[config.mk]
export PLATFORM = sky130hd
export DESIGN_NAME = t16wm_timer
export DESIGN_NICKNAME = d
export VERILOG_FILES = /design/src/hw/t16wm_timer.v
export VERILOG_INCLUDE_DIRS = /design/src /design/src/hw
export SDC_FILE = /design/constraint.sdc
export NUM_CORES = 1
export LEC_CHECK = 0
export BUFFER_PORTS_ARGS = -buffer_cell sky130_fd_sc_hd__buf_2
export CELL_PAD_IN_SITES_DETAIL_PLACEMENT = 0
export CELL_PAD_IN_SITES_GLOBAL_PLACEMENT = 1
export CORE_AREA = 2 2 182 113
export CTS_BUF_LIST = sky130_fd_sc_hd__clkbuf_4 sky130_fd_sc_hd__clkbuf_8
export DETAILED_ROUTE_END_ITERATION = 12
export DIE_AREA = 0 0 184 115
export GPL_TIMING_DRIVEN = 0
export PLACE_DENSITY = 0.74
export SETUP_SLACK_MARGIN = 0.15
export SLEW_MARGIN = 20
export SYNTH_ARGS = -nofsm -noshare
export SYNTH_HDL_FRONTEND = slang
export SYNTH_SLANG_ARGS = --single-unit
[constraint.sdc]
create_clock -name i_clock -period 6.3 [get_ports i_clock]
set_input_delay 1.26 -clock i_clock [delete_from_list [all_inputs] [get_ports i_clock]]
set_output_delay 1.26 -clock i_clock [all_outputs]
set_load 0.05 [all_outputs]
[src/hw/t16wm_defines.vh]
`ifndef T16WM_DEFINES_VH
`define T16WM_DEFINES_VH

// ---------------------------------------------------------------
// Register byte addresses
// ---------------------------------------------------------------
`define T16WM_ADDR_CTRL_A   12'h000
`define T16WM_ADDR_CTRL_B   12'h004
`define T16WM_ADDR_COUNT    12'h008
`define T16WM_ADDR_CMP_A    12'h00C
`define T16WM_ADDR_CMP_B    12'h010
`define T16WM_ADDR_CAPTURE  12'h014
`define T16WM_ADDR_STATUS   12'h018
`define T16WM_ADDR_PINCTL   12'h01C

// ---------------------------------------------------------------
// Field positions
// ---------------------------------------------------------------
`define T16WM_OMA_HI        7
`define T16WM_OMA_LO        6
`define T16WM_OMB_HI        5
`define T16WM_OMB_LO        4
`define T16WM_WML_HI        1
`define T16WM_WML_LO        0
`define T16WM_WMH_HI        4
`define T16WM_WMH_LO        3
`define T16WM_ST_OVF        0
`define T16WM_ST_CMA        1
`define T16WM_ST_CMB        2
`define T16WM_PC_DIRA       0
`define T16WM_PC_DIRB       1

// ---------------------------------------------------------------
// Values
// ---------------------------------------------------------------
`define T16WM_RST8          8'h00
`define T16WM_RST16         16'h0000
`define T16WM_BOTTOM        16'h0000
`define T16WM_MAX           16'hFFFF
`define T16WM_TOP8          16'h00FF
`define T16WM_TOP9          16'h01FF
`define T16WM_TOP10         16'h03FF
`define T16WM_ONE16         16'h0001

`endif

[src/hw/t16wm_timer.v]
// The address map and the APB slave port were chosen for this implementation.
`timescale 1ns/100ps
// Overview of operation
// Everything runs on i_clock; counting and updates happen only when tick is high. Count writes, and normal-mode compare writes, land without a tick.
// Phase-and-frequency-correct modes load compare buffers at BOTTOM.
// Output mode fields A bits 7:6, B bits 5:4; nonzero takes the pin.
// Pin is driven only while its direction bit selects output.
// Non-PWM: 0 off, 1 toggle, 2 clear, 3 set on compare match.
// Fast PWM: 2 clears on match sets at BOTTOM; 3 is inverse.
// PWM value 1: off unless mode bit3 set; then A toggles, B reserved.
// Fast PWM: match at TOP ignored when high output mode bit set; BOTTOM action kept.
// Dual-slope: 2 clears on up match, sets on down match; 3 inverse.
// Four-bit mode from control_reg_a bits 1:0 and control_reg_b; 13 reserved.
// Phase-correct 1,2,3,10,11: fixed or register TOP, load at TOP, flag at BOTTOM.
// Fast PWM 5,6,7,14,15: fixed or register TOP, load at BOTTOM, flag at TOP.
// Modes 0,4,12: TOP 0xFFFF, compare A, capture; immediate load; flag at MAX.
// Modes 8 and 9: TOP capture or compare A; load and flag at BOTTOM.
// Dual-slope counts up from zero to TOP then back down, repeatedly.
// Dual-slope, mode 2: compare at BOTTOM gives constant low, at TOP constant high; 3 inverse.
// Reset leaves output modes and waveform mode zero: normal, pins released.
module t16wm_timer (
    // Clock and reset
    input  wire        i_clock,
    input  wire        i_sys_rst,
    // Timer tick
    input  wire        i_tick,
    // APB slave
    input  wire        i_psel,
    input  wire        i_penable,
    input  wire        i_pwrite,
    input  wire [11:0] i_paddr,
    input  wire [31:0] i_pwdata,
    output reg  [31:0] o_prdata,
    output reg         o_pready,
    output reg         o_pslverr,
    // Compare output pins
    output reg         o_cmp_a_out,
    output reg         o_cmp_a_oe_n,
    output reg         o_cmp_b_out,
    output reg         o_cmp_b_oe_n,
    // Pin takeover indication
    output reg         o_cmp_a_own,
    output reg         o_cmp_b_own
);
`include "t16wm_defines.vh"

    // ---------------------------------------------------------------
    // Mode classes
    // ---------------------------------------------------------------
    localparam CL_NORMAL = 2'b00;
    localparam CL_FAST   = 2'b01;
    localparam CL_PC     = 2'b10;
    localparam CL_PFC    = 2'b11;

    // ---------------------------------------------------------------
    // State
    // ---------------------------------------------------------------
    reg  [7:0]  ctrl_a_r;
    reg  [1:0]  wm_high_r;
    reg  [15:0] count_r;
    reg  [15:0] cmp_a_buf_r;
    reg  [15:0] cmp_b_buf_r;
    reg  [15:0] cmp_a_r;
    reg  [15:0] cmp_b_r;
    reg  [15:0] capture_r;
    reg  [2:0]  status_r;
    reg  [1:0]  dir_r;
    reg         down_r;
    reg         wave_a_r;
    reg         wave_b_r;

    wire [3:0]  wmode = {wm_high_r, ctrl_a_r[`T16WM_WML_HI:`T16WM_WML_LO]};
    wire [1:0]  om_a  = ctrl_a_r[`T16WM_OMA_HI:`T16WM_OMA_LO];
    wire [1:0]  om_b  = ctrl_a_r[`T16WM_OMB_HI:`T16WM_OMB_LO];

    // ---------------------------------------------------------------
    // Mode decoding
    // ---------------------------------------------------------------
    function [1:0] mode_class;
        input [3:0] m;
        begin
            case (m)
                4'h1, 4'h2, 4'h3, 4'hA, 4'hB: mode_class = CL_PC;
                4'h5, 4'h6, 4'h7, 4'hE, 4'hF: mode_class = CL_FAST;
                4'h8, 4'h9:                   mode_class = CL_PFC;
                default:                      mode_class = CL_NORMAL;
            endcase
        end
    endfunction

    // Mode 13 is reserved; treated as normal counting here
    function [15:0] top_of;
        input [3:0]  m;
        input [15:0] cap;
        input [15:0] cmpa;
        begin
            case (m)
                4'h1, 4'h5:             top_of = `T16WM_TOP8;
                4'h2, 4'h6:             top_of = `T16WM_TOP9;
                4'h3, 4'h7:             top_of = `T16WM_TOP10;
                4'h4, 4'h9, 4'hB, 4'hF: top_of = cmpa;
                4'h8, 4'hA, 4'hC, 4'hE: top_of = cap;
                default:                top_of = `T16WM_MAX;
            endcase
        end
    endfunction

    // Next pin level for one channel on this tick
    function wave_next;
        input       cur;
        input [1:0] om;
        input [1:0] cls;
        input       bit3;
        input       chan_a;
        input       match;
        input       at_bottom;
        input       is_top;
        input       going_down;
        begin
            wave_next = cur;
            if (om == 2'b01) begin
                if (match && (cls == CL_NORMAL || (bit3 && chan_a)))
                    wave_next = ~cur;
            end else if (om[1]) begin
                case (cls)
                    CL_NORMAL: if (match) wave_next = om[0];
                    CL_FAST: begin
                        if (at_bottom) wave_next = ~om[0];
                        if (match && !is_top) wave_next = om[0];
                    end
                    default:
                        if (match) wave_next = going_down ? ~om[0] : om[0];
                endcase
            end
        end
    endfunction

    wire [1:0]  cls      = mode_class(wmode);
    wire [15:0] top      = top_of(wmode, capture_r, cmp_a_r);
    wire        at_top   = (count_r == top);
    wire        at_bot   = (count_r == `T16WM_BOTTOM);
    wire        dual     = cls[1];
    // Direction the counter is moving on this tick
    wire        going_dn = dual && (down_r || at_top) && !at_bot;
    wire        match_a  = (count_r == cmp_a_r);
    wire        match_b  = (count_r == cmp_b_r);

    // ---------------------------------------------------------------
    // APB decode
    // ---------------------------------------------------------------
    // First access edge raises pready; the next edge closes the transfer
    wire        acc     = i_psel && i_penable && !o_pready;
    wire        done    = i_psel && i_penable && o_pready;
    // Writes land only where the master samples pready high
    wire        wr      = done && i_pwrite;
    wire        known   = (i_paddr == `T16WM_ADDR_CTRL_A) || (i_paddr == `T16WM_ADDR_CTRL_B)
                       || (i_paddr == `T16WM_ADDR_COUNT) || (i_paddr == `T16WM_ADDR_CMP_A)
                       || (i_paddr == `T16WM_ADDR_CMP_B) || (i_paddr == `T16WM_ADDR_CAPTURE)
                       || (i_paddr == `T16WM_ADDR_STATUS) || (i_paddr == `T16WM_ADDR_PINCTL);
    wire        wr_cnt  = wr && (i_paddr == `T16WM_ADDR_COUNT);
    wire        wr_cma  = wr && (i_paddr == `T16WM_ADDR_CMP_A);
    wire        wr_cmb  = wr && (i_paddr == `T16WM_ADDR_CMP_B);
    wire        wr_st   = wr && (i_paddr == `T16WM_ADDR_STATUS);

    reg  [31:0] rdata_nxt;
    always @* begin
        case (i_paddr)
            `T16WM_ADDR_CTRL_A:  rdata_nxt = {24'h000000, ctrl_a_r};
            `T16WM_ADDR_CTRL_B:  rdata_nxt = {27'h0000000, wm_high_r, 3'h0};
            `T16WM_ADDR_COUNT:   rdata_nxt = {16'h0000, count_r};
            `T16WM_ADDR_CMP_A:   rdata_nxt = {16'h0000, cmp_a_buf_r};
            `T16WM_ADDR_CMP_B:   rdata_nxt = {16'h0000, cmp_b_buf_r};
            `T16WM_ADDR_CAPTURE: rdata_nxt = {16'h0000, capture_r};
            `T16WM_ADDR_STATUS:  rdata_nxt = {29'h00000000, status_r};
            `T16WM_ADDR_PINCTL:  rdata_nxt = {30'h00000000, dir_r};
            default:             rdata_nxt = 32'h00000000;
        endcase
    end

    always @(posedge i_clock or posedge i_sys_rst) begin
        if (i_sys_rst) begin
            o_prdata  <= 32'h00000000;
            o_pready  <= 1'b0;
            o_pslverr <= 1'b0;
        end else begin
            o_pready  <= acc;
            o_pslverr <= acc && !known;
            o_prdata  <= (acc && !i_pwrite) ? rdata_nxt : 32'h00000000;
        end
    end

    // ---------------------------------------------------------------
    // Control registers
    // ---------------------------------------------------------------
    always @(posedge i_clock or posedge i_sys_rst) begin
        if (i_sys_rst) begin
            ctrl_a_r  <= `T16WM_RST8;
            wm_high_r <= 2'h0;
            capture_r <= `T16WM_RST16;
            dir_r     <= 2'h0;
        end else begin
            // Bits 3:2 hold nothing here and read back as zero
            if (wr && i_paddr == `T16WM_ADDR_CTRL_A)
                ctrl_a_r <= {i_pwdata[`T16WM_OMA_HI:`T16WM_OMB_LO], 2'h0,
                             i_pwdata[`T16WM_WML_HI:`T16WM_WML_LO]};
            if (wr && i_paddr == `T16WM_ADDR_CTRL_B)
                wm_high_r <= i_pwdata[`T16WM_WMH_HI:`T16WM_WMH_LO];
            if (wr && i_paddr == `T16WM_ADDR_CAPTURE)
                capture_r <= i_pwdata[15:0];
            if (wr && i_paddr == `T16WM_ADDR_PINCTL)
                dir_r <= i_pwdata[1:0];
        end
    end

    // ---------------------------------------------------------------
    // Counter, compare buffers, flags
    // ---------------------------------------------------------------
    wire        load_now = (cls == CL_NORMAL) ? 1'b1
                         : (cls == CL_PC)     ? at_top
                         : at_bot;
    wire        ovf_ev   = (cls == CL_NORMAL) ? (count_r == `T16WM_MAX)
                         : (cls == CL_FAST)   ? at_top
                         : (at_bot && down_r);
    reg  [15:0] count_nxt;
    always @* begin
        if (dual)
            count_nxt = going_dn ? count_r - `T16WM_ONE16 : count_r + `T16WM_ONE16;
        else if (at_top && cls != CL_NORMAL)
            count_nxt = `T16WM_BOTTOM;
        else if (cls == CL_NORMAL && wmode != 4'h0 && wmode != 4'hD && at_top)
            count_nxt = `T16WM_BOTTOM;
        else
            count_nxt = count_r + `T16WM_ONE16;
    end

    always @(posedge i_clock or posedge i_sys_rst) begin
        if (i_sys_rst) begin
            count_r     <= `T16WM_RST16;
            down_r      <= 1'b0;
            cmp_a_buf_r <= `T16WM_RST16;
            cmp_b_buf_r <= `T16WM_RST16;
            cmp_a_r     <= `T16WM_RST16;
            cmp_b_r     <= `T16WM_RST16;
            status_r    <= 3'h0;
        end else begin
            if (wr_cma)
                cmp_a_buf_r <= i_pwdata[15:0];
            if (wr_cmb)
                cmp_b_buf_r <= i_pwdata[15:0];
            // Immediate modes copy straight through; others wait for the load point
            if (cls == CL_NORMAL) begin
                if (wr_cma) cmp_a_r <= i_pwdata[15:0];
                if (wr_cmb) cmp_b_r <= i_pwdata[15:0];
            end else if (i_tick && load_now) begin
                cmp_a_r <= cmp_a_buf_r;
                cmp_b_r <= cmp_b_buf_r;
            end
            // A count write wins over the tick so software can park the counter
            if (wr_cnt)
                count_r <= i_pwdata[15:0];
            else if (i_tick) begin
                count_r <= count_nxt;
                down_r  <= dual && going_dn;
            end
            // Write-one clears; a same-cycle event wins
            status_r <= (wr_st ? status_r & ~i_pwdata[2:0] : status_r)
                      | ({i_tick && match_b, i_tick && match_a, i_tick && ovf_ev});
        end
    end

    // ---------------------------------------------------------------
    // Waveform outputs
    // ---------------------------------------------------------------
    wire fast_top_a = (cls == CL_FAST) && at_top && om_a[1];
    wire fast_top_b = (cls == CL_FAST) && at_top && om_b[1];

    always @(posedge i_clock or posedge i_sys_rst) begin
        if (i_sys_rst) begin
            wave_a_r     <= 1'b0;
            wave_b_r     <= 1'b0;
            o_cmp_a_out  <= 1'b0;
            o_cmp_b_out  <= 1'b0;
            o_cmp_a_oe_n <= 1'b1;
            o_cmp_b_oe_n <= 1'b1;
            o_cmp_a_own  <= 1'b0;
            o_cmp_b_own  <= 1'b0;
        end else begin
            // Bottom action rides the wrap tick, so wave register and counter reach BOTTOM together; the pin follows one clock later
            if (i_tick && !wr_cnt) begin
                wave_a_r <= wave_next(wave_a_r, om_a, cls, wmode[3], 1'b1,
                                      match_a, at_top, fast_top_a, going_dn);
                wave_b_r <= wave_next(wave_b_r, om_b, cls, wmode[3], 1'b0,
                                      match_b, at_top, fast_top_b, going_dn);
            end
            o_cmp_a_out  <= wave_a_r;
            o_cmp_b_out  <= wave_b_r;
            o_cmp_a_own  <= (om_a != 2'b00);
            o_cmp_b_own  <= (om_b != 2'b00);
            o_cmp_a_oe_n <= !((om_a != 2'b00) && dir_r[`T16WM_PC_DIRA]);
            o_cmp_b_oe_n <= !((om_b != 2'b00) && dir_r[`T16WM_PC_DIRB]);
        end
    end

endmodule // t16wm_timer

; After elaboration in Yosys (flattened, before gate mapping)
; Memory sizes are Yosys's and may differ from the RTL's.
; Cells that the tools add are included.
[classes]
n_shift = 0
bitwise = 8
magnitude_cmp = 0
n_div = 0
eq_ne = 38
muxes = 38
add_sub_neg = 2
n_reduce_logical = 77
multipliers = 0
[ops]
columns = operator, count
row1 = $mux W16, 12
row2 = $pmux W16 S8, 1
row3 = $pmux W16 S5, 1
row4 = $eq A12 B5 Y1 const B, 4
row5 = $eq A16 B16 Y1, 3
row6 = $logic_and A1 B1 Y1, 36
row7 = $mux W32, 1
row8 = $eq A4 B4 Y1 const B, 7
row9 = $eq A12 B4 Y1 const B, 2
row10 = $mux W1, 20
row11 = $add A16 B1 Y16 const B, 1
row12 = $eq A16 B16 Y1 const B, 1
row13 = $eq A4 B3 Y1 const B, 4
row14 = $logic_not A16 Y1, 1
row15 = $sub A16 B1 Y16 const B, 1
row16 = $reduce_bool A2 Y1, 7
row17 = $eq A12 B3 Y1 const B, 1
row18 = $logic_not A12 Y1, 1
row19 = $reduce_and A6 Y1, 2
row20 = $logic_not A1 Y1, 9
row21 = $logic_or A1 B1 Y1, 9
row22 = $eq A4 B2 Y1 const B, 2
row23 = $ne A4 B2 Y1 const B, 2
row24 = $reduce_or A4 Y1, 2
row25 = 19 further kinds, 33
[word_totals]
rom_bits = 32
output_inout_bits = 40
memories = 1
latch_bits = 0
reg_bits = 152
mem_bits_rw = 0
[mem_list]
columns = name, depth, width, rd, rd_ports_with_merged_regs, wr, line_no
row1 = (no name shown), 16, 2, 1, 0, 0, t16wm_timer.v:82  ; case (m)

; Logic depth before layout (Yosys ltp)
[logic_depth]
depth_word = 12
depth_mapped = 14
depth_no_buf = 10

; Worst setup path before layout
; Ideal clock, no wire load.
[synth_timing]
path_type = flip-flop to flip-flop
start = reg ctrl_a_r[1]
end = reg cmp_a_r[0]
required_ns = 6.175
path_slack_ns = 2.775
period_less_slack_ns = 3.525
arrival_ns = 3.400
stages_incl_launch_ff = 13
n_path_buf = 3
cell_sequence = dfrtp_1 buf_6 or4b_4 o21ai_1 a21oi_1 or4_1 or4_1 buf_2 nor3_4 a41o_2 a31oi_4 buf_6 mux2_4
[synth_between]
elab_chain_cells = 9
[synth_lines]
columns = element, line_no
row1 = "start, declared", t16wm_timer.v:58  ; reg [7:0] ctrl_a_r;
row2 = "start signal, assigned", t16wm_timer.v:197  ; ctrl_a_r <= `T16WM_RST8;
row3 = "start signal, assigned", t16wm_timer.v:204  ; ctrl_a_r <= {i_pwdata[`T16WM_OMA_HI:`T16WM_OMB_LO], 2'h0,
row4 = "$eq A4 B4 Y1, or another cell as far along", t16wm_timer.v:97  ; case (m)
row5 = $reduce_or A4 Y1 / $reduce_or A2 Y1 (equally long branches), t16wm_timer.v:97
row6 = $pmux W16 S5, t16wm_timer.v:97
row7 = $eq A16 B16 Y1, t16wm_timer.v:140  ; wire at_top = (count_r == top);
row8 = $mux W1, t16wm_timer.v:219  ; : (cls == CL_PC) ? at_top
row9 = $mux W1, t16wm_timer.v:218  ; wire load_now = (cls == CL_NORMAL) ? 1'b1
row10 = $logic_and A1 B1 Y1, t16wm_timer.v:254  ; end else if (i_tick && load_now) begin
row11 = $reduce_bool A2 Y1 (no source line), n/a
row12 = $reduce_and A2 Y1 (no source line), n/a
row13 = "end signal, assigned", t16wm_timer.v:242  ; cmp_a_r <= `T16WM_RST16;
row14 = "end signal, assigned", t16wm_timer.v:252  ; if (wr_cma) cmp_a_r <= i_pwdata[15:0];
row15 = "end signal, assigned", t16wm_timer.v:255  ; cmp_a_r <= cmp_a_buf_r;
row16 = "end, declared", t16wm_timer.v:63  ; reg [15:0] cmp_a_r;
; Parallel ways exist; a longest one is shown, timed or not.
; A chain may end at the register's enable or synchronous reset.

; Worst setup path in the final report
[layout_timing]
start = reg ctrl_a_r[1]
end = reg wave_a_r
[layout_between]
elab_chain_cells = 12
[layout_lines]
columns = element, line_no
row1 = "$eq A4 B4 Y1, or another cell as far along", t16wm_timer.v:97
row2 = $reduce_or A4 Y1 / $reduce_or A2 Y1 (equally long branches), t16wm_timer.v:97
row3 = $pmux W16 S5, t16wm_timer.v:97
row4 = $eq A16 B16 Y1, t16wm_timer.v:140
row5 = $logic_or A1 B1 Y1 / $logic_and A1 B1 Y1 (equally long branches), "t16wm_timer.v:144, t16wm_timer.v:274"
row6 = $logic_and A1 B1 Y1 (on tied branches), "t16wm_timer.v:144, t16wm_timer.v:274"
row7 = $logic_and A1 B1 Y1 / $logic_not A1 Y1 (equally long branches), "t16wm_timer.v:144, t16wm_timer.v:129"
row8 = $mux W1 / $logic_and A1 B1 Y1 (equally long branches), "t16wm_timer.v:132, t16wm_timer.v:129"
row9 = $mux W1 (on tied branches), "t16wm_timer.v:132, t16wm_timer.v:129"
row10 = $pmux W1 S2, t16wm_timer.v:125  ; case (cls)
row11 = $mux W1, t16wm_timer.v:124  ; end else if (om[1]) begin
row12 = $mux W1, t16wm_timer.v:121  ; if (om == 2'b01) begin
row13 = "end signal, assigned", t16wm_timer.v:290  ; wave_a_r <= wave_next(wave_a_r, om_a, cls, wmode[3], 1'b1,
row14 = "end, declared", t16wm_timer.v:69  ; reg wave_a_r;
; Parallel ways exist; a longest one is shown, timed or not. The select of a mux whose other input is x is not followed.

==> results by group <==
Timing
  – Endpoints failing hold: 0
  – Slew Limit Headroom: 26.02%
  – Pins over their slew limit: 0
  – Hold WS: 409.8 ps
  – Worst-Margin Slew: 1101 ps
  – RSZ-0062 raised after global routing: no
  – Fin crit share: 69.97%
  – Final min period: roughly 4400 ps
  – Fin worst setup slack: approximately 1900 ps
  – Clk_skew: between 10 and 15 ps
  – Final setup violation count: 0
  – Fmax: 226.9 MHz

Setup path
  – FF-to-FF setup slack: 1890 ps
  – FF-to-FF Start: ctrl_a_r[1]
  – Worst endpoint data arrival time: between 4000 and 5000 ps
  – FF-to-FF path depth: 11
  – Critical Path Start: ctrl_a_r[1]
  – Worst endpoint required time: around 6700 ps
  – Startpoint types: register
  – Setup CP Type: register to register
  – RR Endpoint: wave_a_r
  – CP endpoint kind: register
  – Worst Path Max Fanout: 10

Layout
  – Final Cell Area: approximately 0.0096 sq mm
  – Most frequent cells in the layout: 134 x dfrtp_1, 132 x nand2_1, 78 x mux2_2
  – Fin nets: 1,044
  – Antenna cells: 0
  – Final Util: around half
  – Layout area overhead: 14.18%
  – Most common cell after layout, fill and taps aside: dfrtp_1
  – Fill count: about 1,900
  – Sequential Area: ~0.0034 sq mm
  – Fraction of layout cells with a size suffix above 1: a little under a quarter
  – Multi-input gate area: 0.004614 sq mm

Clock tree
  – CTS Buffer Depth: 2
  – H-tree Lvls: 4
  – TritonCTS Sinks: between 100 and 150
  – Post-CTS setup buffers: 0
  – Post_cts resized: 0
  – Hold buffer count at CTS: 0
  – Latest clock arrival within the worst-skew pair: 470 ps
  – CTS root buf: clkbuf_8
  – Total CTS buffers: 17
  – CTS tree: built
  – Clock transition at the registers of the reported paths: about 80 ps

Routing
  – Initial DRC count: 1,013
  – Via density: a little over 6
  – DRC viols: 0
  – Wire per inst: 23.85 um
  – Post-route ant nets: 0
  – Drt first pass iters: 7
  – Via count: roughly 7,600
  – Post-Route WL: 29.90 mm

Floorplanning
  – Die X: 184 um
  – Die Y: around 120 um
  – Initial Util: approximately 43%
  – Core ar.: around 0.02 sq mm
  – Die area: between 0.02 and 0.025 sq mm
  – Core Rows: 40
  – Boundary pin count: 90

Power
  – Tot Pwr: around 2.1 mW
  – Maximum vdd ir drop: about 0.15 mV
  – Leakage power: 4.351 nW
  – PwrDens: around 220 mW/mm^2

Worst hold path
  – Min-Delay Path Class: register to register
  – Hold Startpoint: wave_a_r
  – Hold Path End: o_cmp_a_out
  – Hold path cells: 0

Place
  – Port bufs: between 50 and 60
  – DP Worst Slack: approximately 1800 ps
  – Routability cong.: 0.9251
  – Dpl cell area: 0.009134 sq mm
  – Hpwl dp: roughly 22 mm

Global route
  – Remaining global-route overflow: 0
  – Largest net degree at the start of global routing: between 100 and 150
  – Initial antenna violation count: 0
  – Total track usage: between 20% and 30%
  – Vias in the first global route: slightly above 7,000
  – First-pass GRT wire length: approximately 45 mm

Run status
  – Status: finished clean

Synthesis
  – Synth area leader: dfrtp_1
  – Synth Cell Area: between 0.008 and 0.009 sq mm
  – Netlist cell types: just over 70
  – Flops & latches, synth: roughly 140
  – Seq/Total Area, Yosys: 40.55%
  – Async set-reset flop share out of synthesis: between 90% and 100%
  – Top cell type's share of synthesized area: between 30% and 40%
  – Post-synth EDFFs: 0
  – Mapped Cells: 899
  – Warnings from Yosys: 0
  – Dominant register cell in the synthesized netlist: dfrtp_1
  – Syn avg cell area: ~9.3 sq um
  – Area contributors post-synth: dfrtp_1 40%, mux2_2 10%, nand2_1 5.9%

Flow run
  – Max-cap violation count: 0
critical path: stages (launching register included):
cell	delay, ps
dfrtp_1	380
buf_6	140
or4b_4	550
o21ai_1	150
a21oi_1	50
or4_1	550
nor4_1	620
a31oi_1	510
nor2_1	380
clkbuf_1	480
o22ai_1	180
mux2_2	290
kinds of logic (layout without fill, tap and decap cells):
| kind of cell | after synthesis | count (layout) | synth area share (%) |
|---|---|---|---|
| buffers and inverters | 102 | 190 | 5.631 |
| DFF | 136 | 136 | 40.55 |
| adders and majority gates | 3 | 3 | 0.4469 |
| and+or+nand+nor | 323 | 323 | 18.95 |
| other | 1 | 16 | 0.04465 |
| muxes | 105 | 105 | 14.75 |
| xor gates and xnor gates | 34 | 34 | 3.545 |
| AOI/OAI and AO/OA | 195 | 195 | 16.09 |
state kept, by name (all words and copies together) (netlist names), 2 cells and up:
register     flops
cmp_b_r         16
cmp_a_r         16
cmp_b_buf_r     16
dir_r            2
ctrl_a_r         6
wm_high_r        2
status_r         3
count_r         16
o_prdata        16
capture_r       16
cmp_a_buf_r     16
final cells by class:
| class | instances | share of cell area [%] |
|---|---|---|
| multi-input combinational | 676 | 48.11 |
| sequential | 136 | 35.51 |
| buffer | 76 | 3.914 |
| timing repair buffer | 58 | 3.314 |
| tap | 252 | 3.288 |
| clock buffer | 19 | 2.727 |
| clock inverter | 11 | 2.035 |
| inverter | 26 | 1.096 |
worst max path at each step:
stage	slack, ps	to	cells after the start
6_report	1890	wave_a_r	11
3_5_place_dp	1840	cmp_a_buf_r[0]	9
2_1_floorplan	1400	capture_r[0]	1
5_1_grt	1650	wave_b_r	13
4_1_cts	2060	wave_a_r	13
3_3_place_gp	-310	cmp_b_buf_r[12]	2
where the power goes:
group | internal [mW] | total (mW) | switching [mW] | leakage [nW]
clock network | 0.489 | 0.863 | 0.374 | 0.220
logic | 0.102 | 0.362 | 0.260 | 2.28
registers | 0.891 | 0.902 | 0.0108 | 1.85
through the flow:
stage	TNS [ps]	cells
2_1_floorplan	0	914
3_3_place_gp	-39770	1220
3_5_place_dp	0	1224
4_1_cts	0	1254
5_1_grt	0	1254
6_report	0	1254
synthesized netlist by cell type (all sizes together) (3+ instances only):
master,instances
and2,6
a311o,3
a21oi,41
nand2b,12
a222oi,13
and4,3
nor2b,5
buf,33
o21ai,40
nor2,49
nand2,132
nand3,18
nor3b,5
xor2,7
dfrtp,134
ha,3
nor3,24
o32ai,3
a21o,5
xnor2,27
nor4b,5
a22oi,17
nor4,15
o311ai,5
o221ai,3
mux2,96
clkbuf,43
a21boi,3
mux2i,9
and3,8
nand4,17
a22o,3
nand3b,3
or4,7
or3,10
o22ai,9
o31ai,3
o211ai,6
a221oi,4
a31oi,17
inv,24
or2,3
per-layer routing:
| metal | vias up | track usage (%) | wire [um] |
|---|---|---|---|
| li1 | 3431 | - | - |
| met1 | 3739 | 45.18 | 14440 |
| met2 | 430 | 38.42 | 11400 |
| met3 | 47 | 9.503 | 3477 |
| met4 | 2 | 7.467 | 530 |
| met5 | - | 2.000 | 57 |
No activity file was read; power rests on OpenSTA's default activity.
